File: src/rtl/fbpc_regs.vh
/*
 fbpc_regs.vh: constants for the fieldbus poll-cycle timer.
 assumes: included by bare name from rtl modules; 200 MHz system clock.
*/
`ifndef FBPC_REGS_VH
`define FBPC_REGS_VH
`define FBPC_CLK_MHZ 200
`define FBPC_BYTE_BITS 16'd11
`define FBPC_FRAME_OVH 16'd9
`define FBPC_REFRESH_US 32'd150
`define FBPC_COMPAT_REFRESH_US 32'd2000
`define FBPC_CYC_PER_US 32'd200
`define FBPC_RATE_9K6 4'h0
`define FBPC_RATE_19K2 4'h1
`define FBPC_RATE_93K75 4'h2
`define FBPC_RATE_187K5 4'h3
`define FBPC_RATE_500K 4'h4
`define FBPC_RATE_1M5 4'h5
`define FBPC_RATE_3M 4'h6
`define FBPC_RATE_6M 4'h7
`define FBPC_RATE_12M 4'h8
`define FBPC_TURN_LOW 16'd70
`define FBPC_TURN_500K 16'd150
`define FBPC_TURN_1M5 16'd200
`define FBPC_TURN_3M 16'd250
`define FBPC_TURN_6M 16'd450
`define FBPC_TURN_12M 16'd800
`define FBPC_FIFO_DEPTH 8
`define FBPC_FIFO_AW 3
`define FBPC_DW 8
`define FBPC_MAX_SLAVES 8
`define FBPC_SW 3
`endif

File: src/rtl/fbpc_fifo.v
/*
 fbpc_fifo.v: small synchronous fifo with valid/ready on both sides.
 assumes: single clock, async active-low reset; depth a power of two.
*/
`timescale 1ns/1ps
module fbpc_fifo #(
  parameter WIDTH = 8,
  parameter DEPTH = 8,
  parameter AW = 3
) (
  input wire clk,
  input wire rst_b,
  input wire [WIDTH-1:0] in_data,
  input wire in_valid,
  output wire in_ready,
  output wire [WIDTH-1:0] out_data,
  output wire out_valid,
  input wire out_ready
);
  reg [WIDTH-1:0] mem [0:DEPTH-1];
  reg [AW:0] wr_ptr;
  reg [AW:0] rd_ptr;
  wire push;
  wire pop;

  ////////////////////////////////////////////////////////////////
  // full when pointers differ only in the wrap bit
  assign in_ready = (wr_ptr[AW-1:0] != rd_ptr[AW-1:0]) || (wr_ptr[AW] == rd_ptr[AW]);
  assign out_valid = (wr_ptr != rd_ptr);
  assign out_data = mem[rd_ptr[AW-1:0]];
  assign push = in_valid && in_ready;
  assign pop = out_valid && out_ready;

  // pointer and storage update
  always @(posedge clk or negedge rst_b) begin
    if (!rst_b) begin
      wr_ptr <= {(AW+1){1'b0}};
      rd_ptr <= {(AW+1){1'b0}};
    end else begin
      if (push) begin
        wr_ptr <= wr_ptr + 1'b1;
      end
      if (pop) begin
        rd_ptr <= rd_ptr + 1'b1;
      end
    end
  end

  // storage has no reset: contents only read when valid
  always @(posedge clk) begin
    if (push) begin
      mem[wr_ptr[AW-1:0]] <= in_data;
    end
  end
endmodule

File: src/rtl/fbpc_poll_timer.v
/*
 fbpc_poll_timer.v: poll-cycle sequencer and timer for a fieldbus master.
 Polls each configured slave once per cycle, times request, slave delay,
 response and turnaround in bit times, adds the refresh time, stretches
 the cycle to the minimum poll interval and moves received bytes into
 host buffer memory through a fifo once per cycle.
 assumes: slave sizes and delays come as static inputs; the serial line
 itself lives elsewhere and only frame timing is modelled here.
*/
// Behaviour
// - cycle period is max of minimum interval and summed poll, turnaround, refresh
// - received data copied to host memory once per cycle period
// - request frame is output bytes plus nine, eleven bit times each
// - one bit time is reciprocal of rate; delays scale with rate
// - master turnaround 70/150/200/250/450/800 bit times by rate
// - refresh time is 150 us per configured slave
// - compatibility variant adds fixed 2 ms to refresh time
// - shared bus cycle is sum of all masters' cycle periods
`timescale 1ns/1ps
`include "fbpc_regs.vh"
module fbpc_poll_timer (
  input wire clk,
  input wire rst_b,
  input wire enable,
  input wire [3:0] rate_sel,
  input wire compat_mode,
  input wire [3:0] slave_count,
  input wire [31:0] min_poll_interval,
  input wire [63:0] out_bytes_flat,
  input wire [63:0] in_bytes_flat,
  input wire [127:0] max_delay_flat,
  input wire [31:0] other_masters_time,
  input wire rx_valid,
  input wire [7:0] rx_data,
  input wire host_ready,
  output reg [2:0] cur_slave,
  output reg req_active,
  output reg resp_window,
  output reg cycle_start,
  output reg refresh_pulse,
  output reg [31:0] bus_cycle_time,
  output reg [31:0] multi_master_cycle_time,
  output reg [31:0] data_refresh_time,
  output reg [31:0] per_slave_poll_time,
  output reg host_valid,
  output reg [7:0] host_data,
  output reg rx_ready
);
  localparam [5:0] ST_IDLE = 6'b000001;
  localparam [5:0] ST_REQ = 6'b000010;
  localparam [5:0] ST_WAIT = 6'b000100;
  localparam [5:0] ST_RESP = 6'b001000;
  localparam [5:0] ST_TURN = 6'b010000;
  localparam [5:0] ST_REFR = 6'b100000;

  // clocks per bit, rounded up; 9.6k..12M at 200 MHz
  function [15:0] bit_clocks;
    input [3:0] sel;
    begin
      case (sel)
        4'd0: bit_clocks = 16'd20834;
        4'd1: bit_clocks = 16'd10417;
        4'd2: bit_clocks = 16'd2134;
        4'd3: bit_clocks = 16'd1067;
        4'd4: bit_clocks = 16'd400;
        4'd5: bit_clocks = 16'd134;
        4'd6: bit_clocks = 16'd67;
        4'd7: bit_clocks = 16'd34;
        4'd8: bit_clocks = 16'd17;
        default: bit_clocks = 16'd134;
      endcase
    end
  endfunction

  // master turnaround in bit times per rate
  function [15:0] turn_bits;
    input [3:0] sel;
    begin
      case (sel)
        4'd0, 4'd1, 4'd2, 4'd3: turn_bits = `FBPC_TURN_LOW;
        4'd4: turn_bits = `FBPC_TURN_500K;
        4'd5: turn_bits = `FBPC_TURN_1M5;
        4'd6: turn_bits = `FBPC_TURN_3M;
        4'd7: turn_bits = `FBPC_TURN_6M;
        4'd8: turn_bits = `FBPC_TURN_12M;
        default: turn_bits = `FBPC_TURN_LOW;
      endcase
    end
  endfunction

  reg [5:0] state;
  reg [15:0] bit_div;
  reg bit_tick;
  reg [15:0] bit_left;
  reg [31:0] cycle_cnt;
  reg [31:0] slave_cnt;
  reg [31:0] refr_left;
  reg copy_open;
  wire [7:0] cur_out = out_bytes_flat[cur_slave*8 +: 8];
  wire [7:0] cur_in = in_bytes_flat[cur_slave*8 +: 8];
  wire [15:0] cur_delay = max_delay_flat[cur_slave*16 +: 16];
  wire [7:0] fifo_data;
  wire fifo_valid;
  wire fifo_pop = copy_open && (!host_valid || host_ready);
  wire [31:0] refresh_us = slave_count * `FBPC_REFRESH_US + (compat_mode ? `FBPC_COMPAT_REFRESH_US : 32'h0000_0000);
  wire last_slave = ({1'b0, cur_slave} + 4'd1) >= slave_count;
  // receive side: byte taken only on a registered ready, so level is mirrored here
  reg [3:0] rx_level;
  wire rx_push = rx_valid && rx_ready && resp_window;
  wire rx_pop = fifo_pop && fifo_valid;
  wire [3:0] next_rx_level = rx_level + {3'h0, rx_push} - {3'h0, rx_pop};

  ////////////////////////////////////////////////////////////////
  // bit-time tick
  always @(posedge clk or negedge rst_b) begin
    if (!rst_b) begin
      bit_div <= 16'h0000;
      bit_tick <= 1'b0;
    end else if (state == ST_IDLE) begin
      // preloaded so the first bit of a frame is one full bit long
      bit_div <= 16'h0001;
      bit_tick <= 1'b0;
    end else if (bit_div + 16'd1 >= bit_clocks(rate_sel)) begin
      bit_div <= 16'h0000;
      bit_tick <= 1'b1;
    end else begin
      bit_div <= bit_div + 16'd1;
      bit_tick <= 1'b0;
    end
  end

  // receive buffer; back-pressure stalls the serial source
  fbpc_fifo #(
    .WIDTH(`FBPC_DW),
    .DEPTH(`FBPC_FIFO_DEPTH),
    .AW(`FBPC_FIFO_AW)
  ) u_rx_fifo (
    .clk(clk),
    .rst_b(rst_b),
    .in_data(rx_data),
    .in_valid(rx_push),
    .in_ready(),
    .out_data(fifo_data),
    .out_valid(fifo_valid),
    .out_ready(fifo_pop)
  );

  ////////////////////////////////////////////////////////////////
  // sequencer
  always @(posedge clk or negedge rst_b) begin
    if (!rst_b) begin
      state <= ST_IDLE;
      cur_slave <= 3'h0;
      bit_left <= 16'h0000;
      cycle_cnt <= 32'h0000_0000;
      slave_cnt <= 32'h0000_0000;
      refr_left <= 32'h0000_0000;
      req_active <= 1'b0;
      resp_window <= 1'b0;
      cycle_start <= 1'b0;
      refresh_pulse <= 1'b0;
      copy_open <= 1'b0;
      bus_cycle_time <= 32'h0000_0000;
      multi_master_cycle_time <= 32'h0000_0000;
      data_refresh_time <= 32'h0000_0000;
      per_slave_poll_time <= 32'h0000_0000;
    end else begin
      cycle_start <= 1'b0;
      refresh_pulse <= 1'b0;
      if (state != ST_IDLE) begin
        cycle_cnt <= cycle_cnt + 32'd1;
        slave_cnt <= slave_cnt + 32'd1;
      end
      if (state != ST_IDLE && bit_tick && bit_left != 16'h0000) begin
        bit_left <= bit_left - 16'd1;
      end
      case (state)
        ST_IDLE: begin
          if (enable && slave_count != 4'h0) begin
            cur_slave <= 3'h0;
            cycle_cnt <= 32'h0000_0000;
            slave_cnt <= 32'h0000_0000;
            cycle_start <= 1'b1;
            req_active <= 1'b1;
            bit_left <= ({8'h00, cur_out} + `FBPC_FRAME_OVH) * `FBPC_BYTE_BITS;
            state <= ST_REQ;
          end
        end
        ST_REQ: begin
          if (bit_tick && bit_left == 16'd1) begin
            req_active <= 1'b0;
            resp_window <= 1'b1;
            bit_left <= cur_delay;
            state <= ST_WAIT;
          end
        end
        ST_WAIT: begin
          if (bit_tick && bit_left <= 16'd1) begin
            bit_left <= ({8'h00, cur_in} + `FBPC_FRAME_OVH) * `FBPC_BYTE_BITS;
            state <= ST_RESP;
          end
        end
        ST_RESP: begin
          if (bit_tick && bit_left == 16'd1) begin
            resp_window <= 1'b0;
            // poll time is request, slave delay and response only
            per_slave_poll_time <= slave_cnt + 32'd1;
            bit_left <= turn_bits(rate_sel);
            state <= ST_TURN;
          end
        end
        ST_TURN: begin
          if (bit_tick && bit_left == 16'd1) begin
            slave_cnt <= 32'h0000_0000;
            if (last_slave) begin
              refr_left <= refresh_us * `FBPC_CYC_PER_US;
              data_refresh_time <= refresh_us * `FBPC_CYC_PER_US;
              state <= ST_REFR;
            end else begin
              cur_slave <= cur_slave + 3'd1;
              req_active <= 1'b1;
              bit_left <= ({8'h00, out_bytes_flat[(cur_slave + 3'd1)*8 +: 8]} + `FBPC_FRAME_OVH)
                * `FBPC_BYTE_BITS;
              state <= ST_REQ;
            end
          end
        end
        ST_REFR: begin
          if (refr_left > 32'd1) begin
            refr_left <= refr_left - 32'd1;
          end else if (cycle_cnt + 32'd1 >= min_poll_interval) begin
            // cycle ends at larger of the two
            bus_cycle_time <= cycle_cnt + 32'd1;
            multi_master_cycle_time <= cycle_cnt + 32'd1 + other_masters_time;
            refresh_pulse <= 1'b1;
            copy_open <= 1'b1;
            state <= ST_IDLE;
          end
        end
        default: begin
          state <= ST_IDLE;
        end
      endcase
      if (copy_open && !fifo_valid && state == ST_REQ) begin
        copy_open <= 1'b0;
      end
    end
  end

  ////////////////////////////////////////////////////////////////
  // host copy stage, drains fifo after each cycle
  always @(posedge clk or negedge rst_b) begin
    if (!rst_b) begin
      host_valid <= 1'b0;
      host_data <= 8'h00;
    end else if (!host_valid || host_ready) begin
      // a taken byte is retired even after the copy window closes
      host_valid <= copy_open && fifo_valid;
      if (copy_open && fifo_valid) begin
        host_data <= fifo_data;
      end
    end
  end

  // ready is registered: it only rises when a byte pushed next edge still fits
  always @(posedge clk or negedge rst_b) begin
    if (!rst_b) begin
      rx_level <= 4'h0;
      rx_ready <= 1'b0;
    end else begin
      rx_level <= next_rx_level;
      rx_ready <= resp_window && (next_rx_level < `FBPC_FIFO_DEPTH);
    end
  end
endmodule

File: config.mk
export PLATFORM = sky130hd
export DESIGN_NAME = fbpc_poll_timer
export DESIGN_NICKNAME = d
export VERILOG_FILES = /design/src/rtl/fbpc_fifo.v /design/src/rtl/fbpc_poll_timer.v
export VERILOG_INCLUDE_DIRS = /design/src /design/src/rtl
export SDC_FILE = /design/constraint.sdc
export NUM_CORES = 1
export LEC_CHECK = 0
export BUFFER_PORTS_ARGS = -buffer_cell sky130_fd_sc_hd__buf_2
export CAP_MARGIN = 25
export CORE_UTILIZATION = 30
export CTS_CLUSTER_DIAMETER = 60
export DETAILED_ROUTE_END_ITERATION = 12
export PLACE_DENSITY = 0.51
export SYNTH_ARGS = -nofsm -noshare
export SYNTH_HDL_FRONTEND = slang
export SYNTH_SLANG_ARGS = --single-unit
File: constraint.sdc
create_clock -name clk -period 9.2 [get_ports clk]
set_input_delay 0.46 -clock clk [delete_from_list [all_inputs] [get_ports clk]]
set_output_delay 0.46 -clock clk [all_outputs]
set_load 0.01 [all_outputs]
* After elaboration in Yosys (flattened, before gate mapping)
Memory sizes are Yosys's and may differ from the RTL's. A register that Yosys moved wholly into a read port is not among the register bits. Cells that the tools add are included.
Word-level totals: flip-flop bits (word level) 282, memory bits (writable) 64, bits in read-only memories 368, output and inout bits 145, word-level logic and storage cells 173, memories kept 3
Cells by class: add/sub/neg operators 17, multipliers 5, $lt $le $gt $ge 6, equal/unequal tests 22, shift operators 4, muxes and demuxes 56, bitwise logic cells 1, reductions and logical operators 37
Memories:
- (no name shown) | words 16, width 14, read ports 1, clocked after memory_dff 0, wr ports 0, RTL line fbpc_poll_timer.v:60 | case (sel)
- (no name shown) | words 16, width 9, read ports 1, clocked after memory_dff 0, wr ports 0, RTL line fbpc_poll_timer.v:79 | case (sel)
- u_rx_fifo.mem | words 8, width 8, read ports 1, clocked after memory_dff 1, wr ports 1, RTL line fbpc_fifo.v:20 | reg [WIDTH-1:0] mem [0:DEPTH-1];
Operator list (number):
- $mux W32 | 9
- $mux W16 | 10
- $pmux W32 S2 | 2
- $shiftx A128 B8 Y16 | 1
- $shiftx A64 B7 Y8 | 2
- $pmux W16 S5 | 1
- $add A32 B1 Y32 const B | 2
- $shiftx A64 B8 Y8 | 1
- $mux W6 | 8
- $mul A9 B4 Y13 const B | 3
- $pmux W6 S6 | 1
- $add A32 B32 Y32 | 1
- $ge A32 B32 Y1 | 1
- $gt A32 B1 Y1 const B | 1
- $sub A32 B1 Y32 const B | 1
- $add A8 B4 Y9 const B | 3
- $mul A13 B5 Y18 const B | 1
- $mux W1 | 18
- $ne A2 B2 Y1 const B | 9
- $add A16 B1 Y16 const B | 1
- $eq A16 B1 Y1 const B | 1
- $ge A16 B16 Y1 | 1
- $le A16 B1 Y1 const B | 1
- $reduce_bool A16 Y1 | 1
- other kinds (38) | 68

* Depth between registers and ports, before layout
Gate-level depths: netlist of run 1.
word-level depth 7, mapped depth 26

* Modules after synthesis
Synthesis of run 1 repeated with hierarchy kept, for this count alone.
Unflattened totals: cells, all modules 2676, area, all modules 25949.9 um^2
By module, submodules not included:
- fbpc_poll_timer | instances 1, cells each 2524, area each 22794.4 um^2
- fbpc_fifo | instances 1, cells each 152, area each 3155.5 um^2

* Least setup slack after synthesis of run 1
Ideal clock, no wire load.
path type input port to flip-flop, from input port slave_count[2], to register refr_left[20], setup time 0.094 ns, arrival 5.488 ns, data required time 9.106 ns, setup slack 3.618 ns, stages on the path 24, buffers on the path 0, cells stage by stage inv_1 > ha_1 > fa_1 > ha_1 > a31oi_1 > xnor2_1 > ha_1 > a31oi_1 > xnor2_1 > inv_1 > ha_1 > ha_1 > inv_1 > fa_1 > inv_1 > ha_1 > nand3_1 > o211ai_1 > o41ai_1 > o21ai_0 > a31oi_1 > xnor2_1 > nor2_1 > a211oi_1
On the way: cells in the longest elaborated chain, start to end 6, elaborated cells between the ends (all ways) 9, classes of those cells add/sub: 1; mul: 2; order compare: 1; eq/ne: 1; mux: 3; reduce/logical: 1
Ends and longest elaborated chain:
- start, declared | RTL line fbpc_poll_timer.v:27 | input wire [3:0] slave_count,
- $mul A4 B7 Y11 (no source line)
- $add A12 B11 Y13 | RTL line fbpc_poll_timer.v:105 | wire [31:0] refresh_us = slave_count * `FBPC_REFRESH_US + (compat_mode ? `FBPC_COMPAT_REFRESH_US : 32'h0000_00 ...
- $mul A13 B5 Y18 (no source line)
- $mux W32 | RTL line fbpc_poll_timer.v:215 | if (last_slave) begin
- $mux W32 | RTL line fbpc_poll_timer.v:213 | if (bit_tick && bit_left == 16'd1) begin
- $pmux W32 S2 | RTL line fbpc_poll_timer.v:177 | case (state)
- end signal, assigned | RTL line fbpc_poll_timer.v:216 | refr_left <= refresh_us * `FBPC_CYC_PER_US;
- end signal, assigned | RTL line fbpc_poll_timer.v:230 | refr_left <= refr_left - 32'd1;
- end, declared | RTL line fbpc_poll_timer.v:97 | reg [31:0] refr_left;
Parallel ways exist; a longest one is shown, timed or not. The select of a mux whose other input is x is not followed. A chain may end at the register's enable or synchronous reset.

* Worst setup path in the final report of run 1
from register cur_slave[1], to register bit_left[9]
On the way: cells in the longest elaborated chain, start to end 7, elaborated cells between the ends (all ways) 19, classes of those cells add/sub: 5; mul: 3; order compare: 1; shift: 4; mux: 6
Ends and longest elaborated chain:
- start, declared | RTL line fbpc_poll_timer.v:36 | output reg [2:0] cur_slave,
- start signal, assigned | RTL line fbpc_poll_timer.v:220 | cur_slave <= cur_slave + 3'd1;
- $add A3 B1 Y4 | RTL line fbpc_poll_timer.v:106, fbpc_poll_timer.v:222
- $shiftx A64 B8 Y8 | RTL line fbpc_poll_timer.v:222 | bit_left <= ({8'h00, out_bytes_flat[(cur_slave + 3'd1)*8 +: 8]} + `FBPC_FRAME_OVH)
- $add A8 B4 Y9 (no source line)
- $mul A9 B4 Y13 (no source line)
- $mux W16 | RTL line fbpc_poll_timer.v:215
- $mux W16 | RTL line fbpc_poll_timer.v:213
- $pmux W16 S5 (*) | RTL line fbpc_poll_timer.v:177
- end signal, assigned | RTL line fbpc_poll_timer.v:175 | bit_left <= bit_left - 16'd1;
- end signal, assigned | RTL line fbpc_poll_timer.v:185 | bit_left <= ({8'h00, cur_out} + `FBPC_FRAME_OVH) * `FBPC_BYTE_BITS;
- end signal, assigned | RTL line fbpc_poll_timer.v:222
- end, declared | RTL line fbpc_poll_timer.v:94 | reg [15:0] bit_left;
Every way passes the cells marked *; elsewhere a longest branch is shown, timed or not.

==> key figures, run 1 <==
Logic synthesis
  • Unique cell type count in the Yosys netlist: 83
  • Synthesized instance count: 2700
  • Async SR Flop Fraction: 0.8129
  • Synth Register Bits: 342
  • Post-synth EDFFs: 64
  • Cell area after synthesis: 25570 um^2
  • Most used flip-flop cell after synthesis: dfrtp_1
  • Count of synthesis-stage warnings from yosys: 0
  • Mean Syn Cell Area: 9.471 um^2
  • Sequential share of the synthesized area: 0.3473

Worst hold path
  • Worst min path class: in -> reg
  • Hold Crit Endpoint: host_valid$_DFFE_PN0N_
  • Worst hold path stage count: 2
  • Hold path startpoint: host_ready

STA
  • Clk_skew: 0.03012 ns
  • Worst setup slack after layout: 2.824 ns
  • Worst rel slew slack: 0.3402
  • Number of max-slew violations in the final report: 0
  • Highest attainable clock frequency: 156.8 MHz
  • Hold slack final: 0.07309 ns
  • Final worst path period share: 0.6930
  • Slew @ Worst Pin: 0.9821 ns
  • Final hold violation count: 0
  • Setup repair after global routing missed its margin: no
  • Shortest period the worst path allows: 6.376 ns
  • Total negative setup slack: 0 ns
  • Setup-violating endpoint count in the final report: 0

Placed design
  • Placer Congestion: 0.8980
  • Placed cells: 4222
  • Final HPWL from detailed placement: 62.94 mm
  • Pre-CTS setup slack: 2.750 ns
  • IO Port Bufs: 471
  • Area of placed instances: 29080 um^2

Setup path
  • Data arrival, critical path: 6.84 ns
  • CP Cell Sequence: buf_4 > nor2b_1 > a21oi_1 > a21oi_1 > ha_1 > a21oi_1 > or3_1 > xor2_1 > ha_1 > inv_1 > fa_1 > inv_1 > ha_1 > or3_1 > o211ai_1 > xor2_1 > a31oi_1 > a2111oi_0 > nor2_1
  • Critical register-to-register path endpoint: bit_left[9]$_DFF_PN0_
  • Length in cells of the worst reg-to-reg path: 19
  • CP Class: reg -> reg
  • Largest fanout on the critical path: 56
  • Worst-case register-to-register setup slack: 2.82 ns
  • Slowest Stage Delay on Critical Path: 0.75 ns
  • Nature of the critical path endpoint: register
  • Required time at the worst-slack endpoint: 9.66 ns
  • Slowest cell on the critical path: nor2b_1
  • Kind of start point of the critical path: register
  • Worst reg2reg startpoint: cur_slave[1]$_DFFE_PN0P_

Final layout
  • Final Cell Area: 30640 um^2
  • Most frequent cells in the layout: 470 x buf_2, 306 x nand2_1, 274 x dfrtp_1
  • Growth of design area from synthesis to finish: 19.81%
  • Final nets: 3737
  • Commonest non-fill, non-tap cell in the layout: buf_2
  • Share of layout cells above drive strength 1: 0.2249
  • Count of placed standard cells in the final layout, fillers left out: 4315

Global route
  • Largest net degree at the start of global routing: 104
  • Total grt overflow: 0
  • First-pass GRT wire length: 121.8 mm
  • Antenna violations before repair: 12
  • Total global routing track utilization: 0.1811
  • Via count of the first global-routing pass: 21.37k

Die
  • Die Area: 86410 um^2
  • Initial core utilization: 0.3046
  • Number of placement rows: 106
  • Chip Width: 294.0 um
  • Core footprint: 83950 um^2
  • I/O pin cnt: 487
  • Floorplan die height: 294.0 um

Clocking
  • Clock latency of the later-clocked register in the worst-skew pair: 0.59 ns
  • CTS Buf Count: 44
  • Root buffer selected by CTS: clkbuf_16
  • H-Tree Level Count: 2
  • Maximum buffer depth of the clock tree: 3
  • Clock transition time at the flip-flop clock pins of the worst setup and hold paths: 0.06 ns
  • Buffers inserted during post-CTS setup optimization: 0
  • Count of clock tree sinks: 342
  • CTS tree: yes

Routing
  • Detailed-routing iteration count for the pre-antenna-repair pass: 5
  • Via density per instance: 4.900
  • Antenna Violating Nets Remaining: 0
  • Detailed-route wire length per cell: 18.42 um
  • Drt first-iter violations: 963
  • DRC violations left: 0
  • Via count of the routed design: 21.14k
  • Total Routed Length: 79.49 mm

Power and ir drop
  • Worst IR Drop VDD: 0.1905 mV
  • Cell leakage power: 14.33 nW
  • PwrDens: 226.8 nW/um^2

Flow run
  • Max-cap check violation count: 0

Status
  • Status: completed
final cells by class:
type / count / area, um^2
fill: 8582 / 53320
multi-input combinational: 2049 / 15480
sequential: 342 / 8889
timing repair buffer: 493 / 2535
tap: 1134 / 1419
clock buffer: 60 / 1221
inverter: 205 / 769.5
clock inverter: 22 / 295.3
antenna: 10 / 25.02
metal layers:
layer / wire length, um / track usage
met1: 33220 / 0.2195
met2: 40260 / 0.3270
met3: 3528 / 0.02024
met4: 2475 / 0.06796
met5: 0 / 0
stage by stage:
step	total power, mW	utilization
final	6.947	0.3649
after global routing	7.532	0.3648
after CTS	7.054	0.3646
after detailed placement	5.206	0.3464
after global placement	5.190	0.3464
after floorplan	4.257	-
registers in the layout (all words and copies together), names as in the netlist:
register / flops
host_valid: 1
host_data: 8
bit_left: 16
slave_cnt: 32
resp_window: 1
req_active: 1
u_rx_fifo.wr_ptr: 4
bit_div: 16
multi_master_cycle_time: 32
rx_level: 4
cur_slave: 3
per_slave_poll_time: 32
refr_left: 32
rx_ready: 1
copy_open: 1
bit_tick: 1
refresh_pulse: 1
state: 6
data_refresh_time: 17
u_rx_fifo.rd_ptr: 4
u_rx_fifo.mem: 64
cycle_cnt: 32
bus_cycle_time: 32
cycle_start: 1
worst max-delay path, delay by kind of cell (launching register included):
family,cells,cell delay (ns)
AND/OR/NAND/NOR,4,1.66
adder cells (fa/ha/maj),4,1.42
AO/OA/AOI/OAI,6,1.30
buffers and inverters,3,0.74
flip-flops,1,0.71
XOR/XNOR,2,0.40
logic make-up after synthesis:
logic type,count (synthesis),share of synthesized area
and+or+nand+nor,818,0.1503
AOI/OAI and AO/OA,578,0.1341
DFF,342,0.3473
buffers and inverters,324,0.05157
adders and majority gates,260,0.1354
xor gates and xnor gates,219,0.07501
muxes,158,0.1062
other,1,0.0001467
Yosys cell counts, types with 25 or more instances:
cell type | instances | area share
nand2_1 | 307 | 0.045
dfrtp_1 | 277 | 0.27
ha_1 | 232 | 0.11
o21ai_0 | 216 | 0.042
inv_1 | 205 | 0.030
nor2_1 | 192 | 0.028
a21oi_1 | 160 | 0.031
xnor2_1 | 132 | 0.045
mux4_2 | 88 | 0.078
xor2_1 | 87 | 0.030
nand3_1 | 75 | 0.015
clkbuf_1 | 67 | 0.0098
edfxtp_1 | 64 | 0.075
and3_1 | 44 | 0.011
mux2i_1 | 44 | 0.017
nor3_1 | 41 | 0.0080
fa_1 | 28 | 0.022
a21o_1 | 27 | 0.0079
mux2_2 | 25 | 0.011
power breakdown:
group          switching [mW]  internal [mW]
Combinational            1.95           1.35
Clock                   0.730           1.06
Sequential              0.168           1.69
Total                    2.85           4.10
what timing repair did:
item / in CTS / in global routing
gates resized for setup: 0 / 0
hold buffers: 1 / 0
endpoints found under the setup margin: 0 / 0
endpoints found under the hold margin: 93 / 0
worst max path at each step:
stage / startpoint / to / slack (ns) / cells past startpoint
5_1_grt: cur_slave[1]$_DFFE_PN0P_ / bit_left[9]$_DFF_PN0_ / 2.19 / 19
2_1_floorplan: slave_count[2] / refr_left[20]$_DFFE_PN0P_ / 3.62 / 24
4_1_cts: cur_slave[1]$_DFFE_PN0P_ / bit_left[9]$_DFF_PN0_ / 2.73 / 19
3_3_place_gp: cur_slave[1]$_DFFE_PN0P_ / bit_left[9]$_DFF_PN0_ / 2.89 / 19
6_report: cur_slave[1]$_DFFE_PN0P_ / bit_left[9]$_DFF_PN0_ / 2.82 / 19
3_5_place_dp: cur_slave[1]$_DFFE_PN0P_ / bit_left[9]$_DFF_PN0_ / 2.75 / 19
Note: power is estimated with default switching activity, not from simulation.
==> run 2: changes to the inputs <==
--- a/config.mk
+++ b/config.mk
@@ -11,7 +11,7 @@
 export CORE_UTILIZATION = 30
 export CTS_CLUSTER_DIAMETER = 60
 export DETAILED_ROUTE_END_ITERATION = 12
-export PLACE_DENSITY = 0.51
+export PLACE_DENSITY = 0.53
 export SYNTH_ARGS = -nofsm -noshare
 export SYNTH_HDL_FRONTEND = slang
 export SYNTH_SLANG_ARGS = --single-unit
==> constraint.sdc (replaced) <==
create_clock -name clk -period 5.5 [get_ports clk]
set_input_delay 0.275 -clock clk [delete_from_list [all_inputs] [get_ports clk]]
set_output_delay 0.275 -clock clk [all_outputs]
set_load 0.01 [all_outputs]
==> key figures, run 2 (synthesis gave the netlist of run 1 again) <==
Status
  • Status: completed

Die
  • Number of placement rows: 106 (unchanged)
  • Chip Width: 294.0 um (unchanged)
  • I/O pin cnt: 487 (unchanged)
  • Die Area: 86410 um^2 (unchanged)
  • Floorplan die height: 294.0 um (unchanged)
  • Initial core utilization: 0.3046 (unchanged)
  • Core footprint: 83950 um^2 (unchanged)

STA
  • Final hold violation count: 0 (unchanged)
  • Worst rel slew slack: 0.3379 (-0.002310)
  • Setup repair after global routing missed its margin: yes
  • Setup-violating endpoint count in the final report: 0 (unchanged)
  • Highest attainable clock frequency: 193.6 MHz (+23%)
  • Shortest period the worst path allows: 5.167 ns (-1.209 ns)
  • Final worst path period share: 0.9394 (+0.2463)
  • Slew @ Worst Pin: 0.9913 ns (+0.009204 ns)
  • Worst setup slack after layout: 0.3334 ns (-2.491 ns)
  • Clk_skew: 0.01887 ns (-0.01125 ns)
  • Number of max-slew violations in the final report: 0 (unchanged)

Routing
  • Antenna Violating Nets Remaining: 0 (unchanged)
  • Detailed-routing iteration count for the pre-antenna-repair pass: 5 (unchanged)
  • Via count of the routed design: 21.34k (+0.92%)
  • Detailed-route wire length per cell: 17.85 um (-3.1%)
  • DRC violations left: 0 (unchanged)
  • Via density per instance: 4.866 (-0.69%)
  • Drt first-iter violations: 1054 (+9.4%)
  • Total Routed Length: 78.26 mm (-1.5%)

Setup path
  • Crit path launch: cur_slave[0]$_DFFE_PN0P_
  • CP Class: reg -> reg
  • Largest fanout on the critical path: 26 (-54%)
  • Length in cells of the worst reg-to-reg path: 20 (+1)
  • Kind of start point of the critical path: register
  • Data arrival, critical path: 5.62 ns (-1.22 ns)
  • Critical register-to-register path endpoint: bit_left[8]$_DFF_PN0_
  • Required time at the worst-slack endpoint: 5.95 ns (-3.71 ns)
  • Worst reg2reg startpoint: cur_slave[0]$_DFFE_PN0P_
  • Nature of the critical path endpoint: register
  • Worst-case register-to-register setup slack: 0.33 ns (-2.49 ns)

Clocking
  • CTS Buf Count: 45 (+2.3%)
  • H-Tree Level Count: 2 (unchanged)
  • CTS tree: yes
  • Clock latency of the later-clocked register in the worst-skew pair: 0.58 ns (about the same)
  • Count of clock tree sinks: 342 (unchanged)
  • Maximum buffer depth of the clock tree: 3 (unchanged)
  • Clock transition time at the flip-flop clock pins of the worst setup and hold paths: 0.06 ns (about the same)
  • Root buffer selected by CTS: clkbuf_16

Global route
  • Largest net degree at the start of global routing: 109 (+4.8%)
  • Total grt overflow: 0 (unchanged)
  • Total global routing track utilization: 0.1788 (-0.002300)
  • Antenna violations before repair: 3 (-9)
  • First-pass GRT wire length: 121.1 mm (-0.55%)
  • Via count of the first global-routing pass: 21.56k (+0.91%)

Final layout
  • Register area: 8889 um^2 (unchanged)
  • Share of layout cells above drive strength 1: 0.2425 (+0.01769)
  • Fill cell count: 8579 (-0.035%)
  • Most frequent cells in the layout: 470 x buf_2, 306 x nand2_1, 274 x dfrtp_1
  • Growth of design area from synthesis to finish: 22.44%
  • Final Cell Area: 31310 um^2 (+2.2%)
  • Final nets: 3814 (+2.1%)
  • Area occupied by multi-input gates: 15510 um^2 (+0.17%)
  • Largest register FFs: 64 (unchanged)
  • Commonest non-fill, non-tap cell in the layout: buf_2

Power and ir drop
  • Cell leakage power: 14.74 nW (+2.8%)
  • Logic gate share of total power: 0.489 (+0.015)
  • Switch share: 0.4046 (-0.004971)
  • Seq pwr share: 0.259 (-0.009)
  • Worst IR Drop VDD: 0.3746 mV (+97%)
  • Power spent charging and discharging nets: 4.864 mW (+71%)
  • Internal power: 7.158 mW (+75%)
  • PwrDens: 384.0 nW/um^2 (+69%)
  • Clock Power Share: 0.252 (-0.006)

Worst hold path
  • Worst hold path stage count: 4 (+2)
  • Hold path startpoint: other_masters_time[0]
  • Worst min path class: in -> reg
  • Hold Crit Endpoint: multi_master_cycle_time[0]$_DFFE_PN0P_

Flow run
  • Max-cap check violation count: 0 (unchanged)

Placed design
  • IO Port Bufs: 471 (unchanged)
  • Area of placed instances: 29600 um^2 (+1.8%)
  • Placer Congestion: 0.9403 (+4.7%)
  • Final HPWL from detailed placement: 61.72 mm (-1.9%)
  • Pre-CTS setup slack: -0.2625 ns (-3.012 ns)
==> run 2: cell types whose count changed in the layout (fill, tap and decap cells not counted), moves of 3 or more <==
| cell | delta |
|---|---|
| dlygate4sd3_1 | +9 |
| buf_4 | +62 |
| clkinv_4 | +5 |
| buf_12 | +4 |
| clkbuf_1 | -3 |
| diode_2 | -8 |
==> run 2: power groups by stage <==
| stage | registers (mW) | logic (mW) | clock network [mW] |
|---|---|---|---|
| 2_1_floorplan | 3.06 | 4.06 | 0 |
| 3_3_place_gp | 3.15 | 5.83 | 0 |
| 3_5_place_dp | 3.15 | 5.86 | 0 |
| 4_1_cts | 3.11 | 5.90 | 3.13 |
| 5_1_grt | 3.15 | 6.67 | 3.23 |
| 6_report | 3.11 | 5.88 | 3.03 |
==> run 2: layout make-up <==
class,count,share of cell area
multi-input combinational,2049,0.4953
sequential,342,0.2839
timing repair buffer,569,0.1016
tap,1134,0.04532
clock buffer,58,0.03944
inverter,205,0.02458
clock inverter,26,0.009631
antenna,2,0.0001599
==> run 2: worst max path at each step <==
stage,end,slack (ns)
floorplan,refr_left[20]$_DFFE_PN0P_,0.10
global placement,refr_left[20]$_DFFE_PN0P_,-0.23
detailed placement,refr_left[20]$_DFFE_PN0P_,-0.26
CTS,bit_left[9]$_DFF_PN0_,0.05
global route,bit_left[9]$_DFF_PN0_,-0.04
finish,bit_left[8]$_DFF_PN0_,0.33
==> run 2: worst max-delay path, stage by stage, from the launching register on <==
cell and delay (ns):
dfrtp_4 0.54, buf_12 0.24, mux4_2 0.54, mux2i_1 0.29
inv_1 0.10, ha_1 0.21, a21oi_1 0.26, nor3_1 0.12
xor2_1 0.21, inv_1 0.10, ha_1 0.28, inv_1 0.05
fa_1 0.53, inv_1 0.04, ha_1 0.33, and2_1 0.16
a31oi_1 0.17, nor2b_1 0.18, xor2_1 0.22, o22ai_1 0.16
a211o_1 0.31
==> run 2: timing repair <==
action / in CTS / in global routing
hold endpoints to repair: 151 / 0
endpoints found under the setup margin: 0 / 13
hold buffers: 10 / 0
resized for setup: 0 / 10
setup buffers: 0 / 3
==> run 2: routing by layer <==
| metal | GRT usage | share of wire |
|---|---|---|
| met1 | 0.2185 | 0.43 |
| met2 | 0.3231 | 0.50 |
| met3 | 0.02326 | 0.042 |
| met4 | 0.05628 | 0.028 |
| met5 | 0 | 0 |
==> run 2: per-stage QoR <==
step	std cells	power (mW)	setup TNS [ns]	utilization	hold slack, ns
global placement	4285	8.978	-0.7946	0.3526	0.3579
finish	4385	12.02	0	0.3729	0.04457
floorplan	2715	7.120	0	-	-0.02059
detailed placement	4285	9.014	-1.104	0.3526	0.3508
global route	4385	13.05	-0.04260	0.3729	0.03055
CTS	4379	12.14	0	0.3721	0.001265
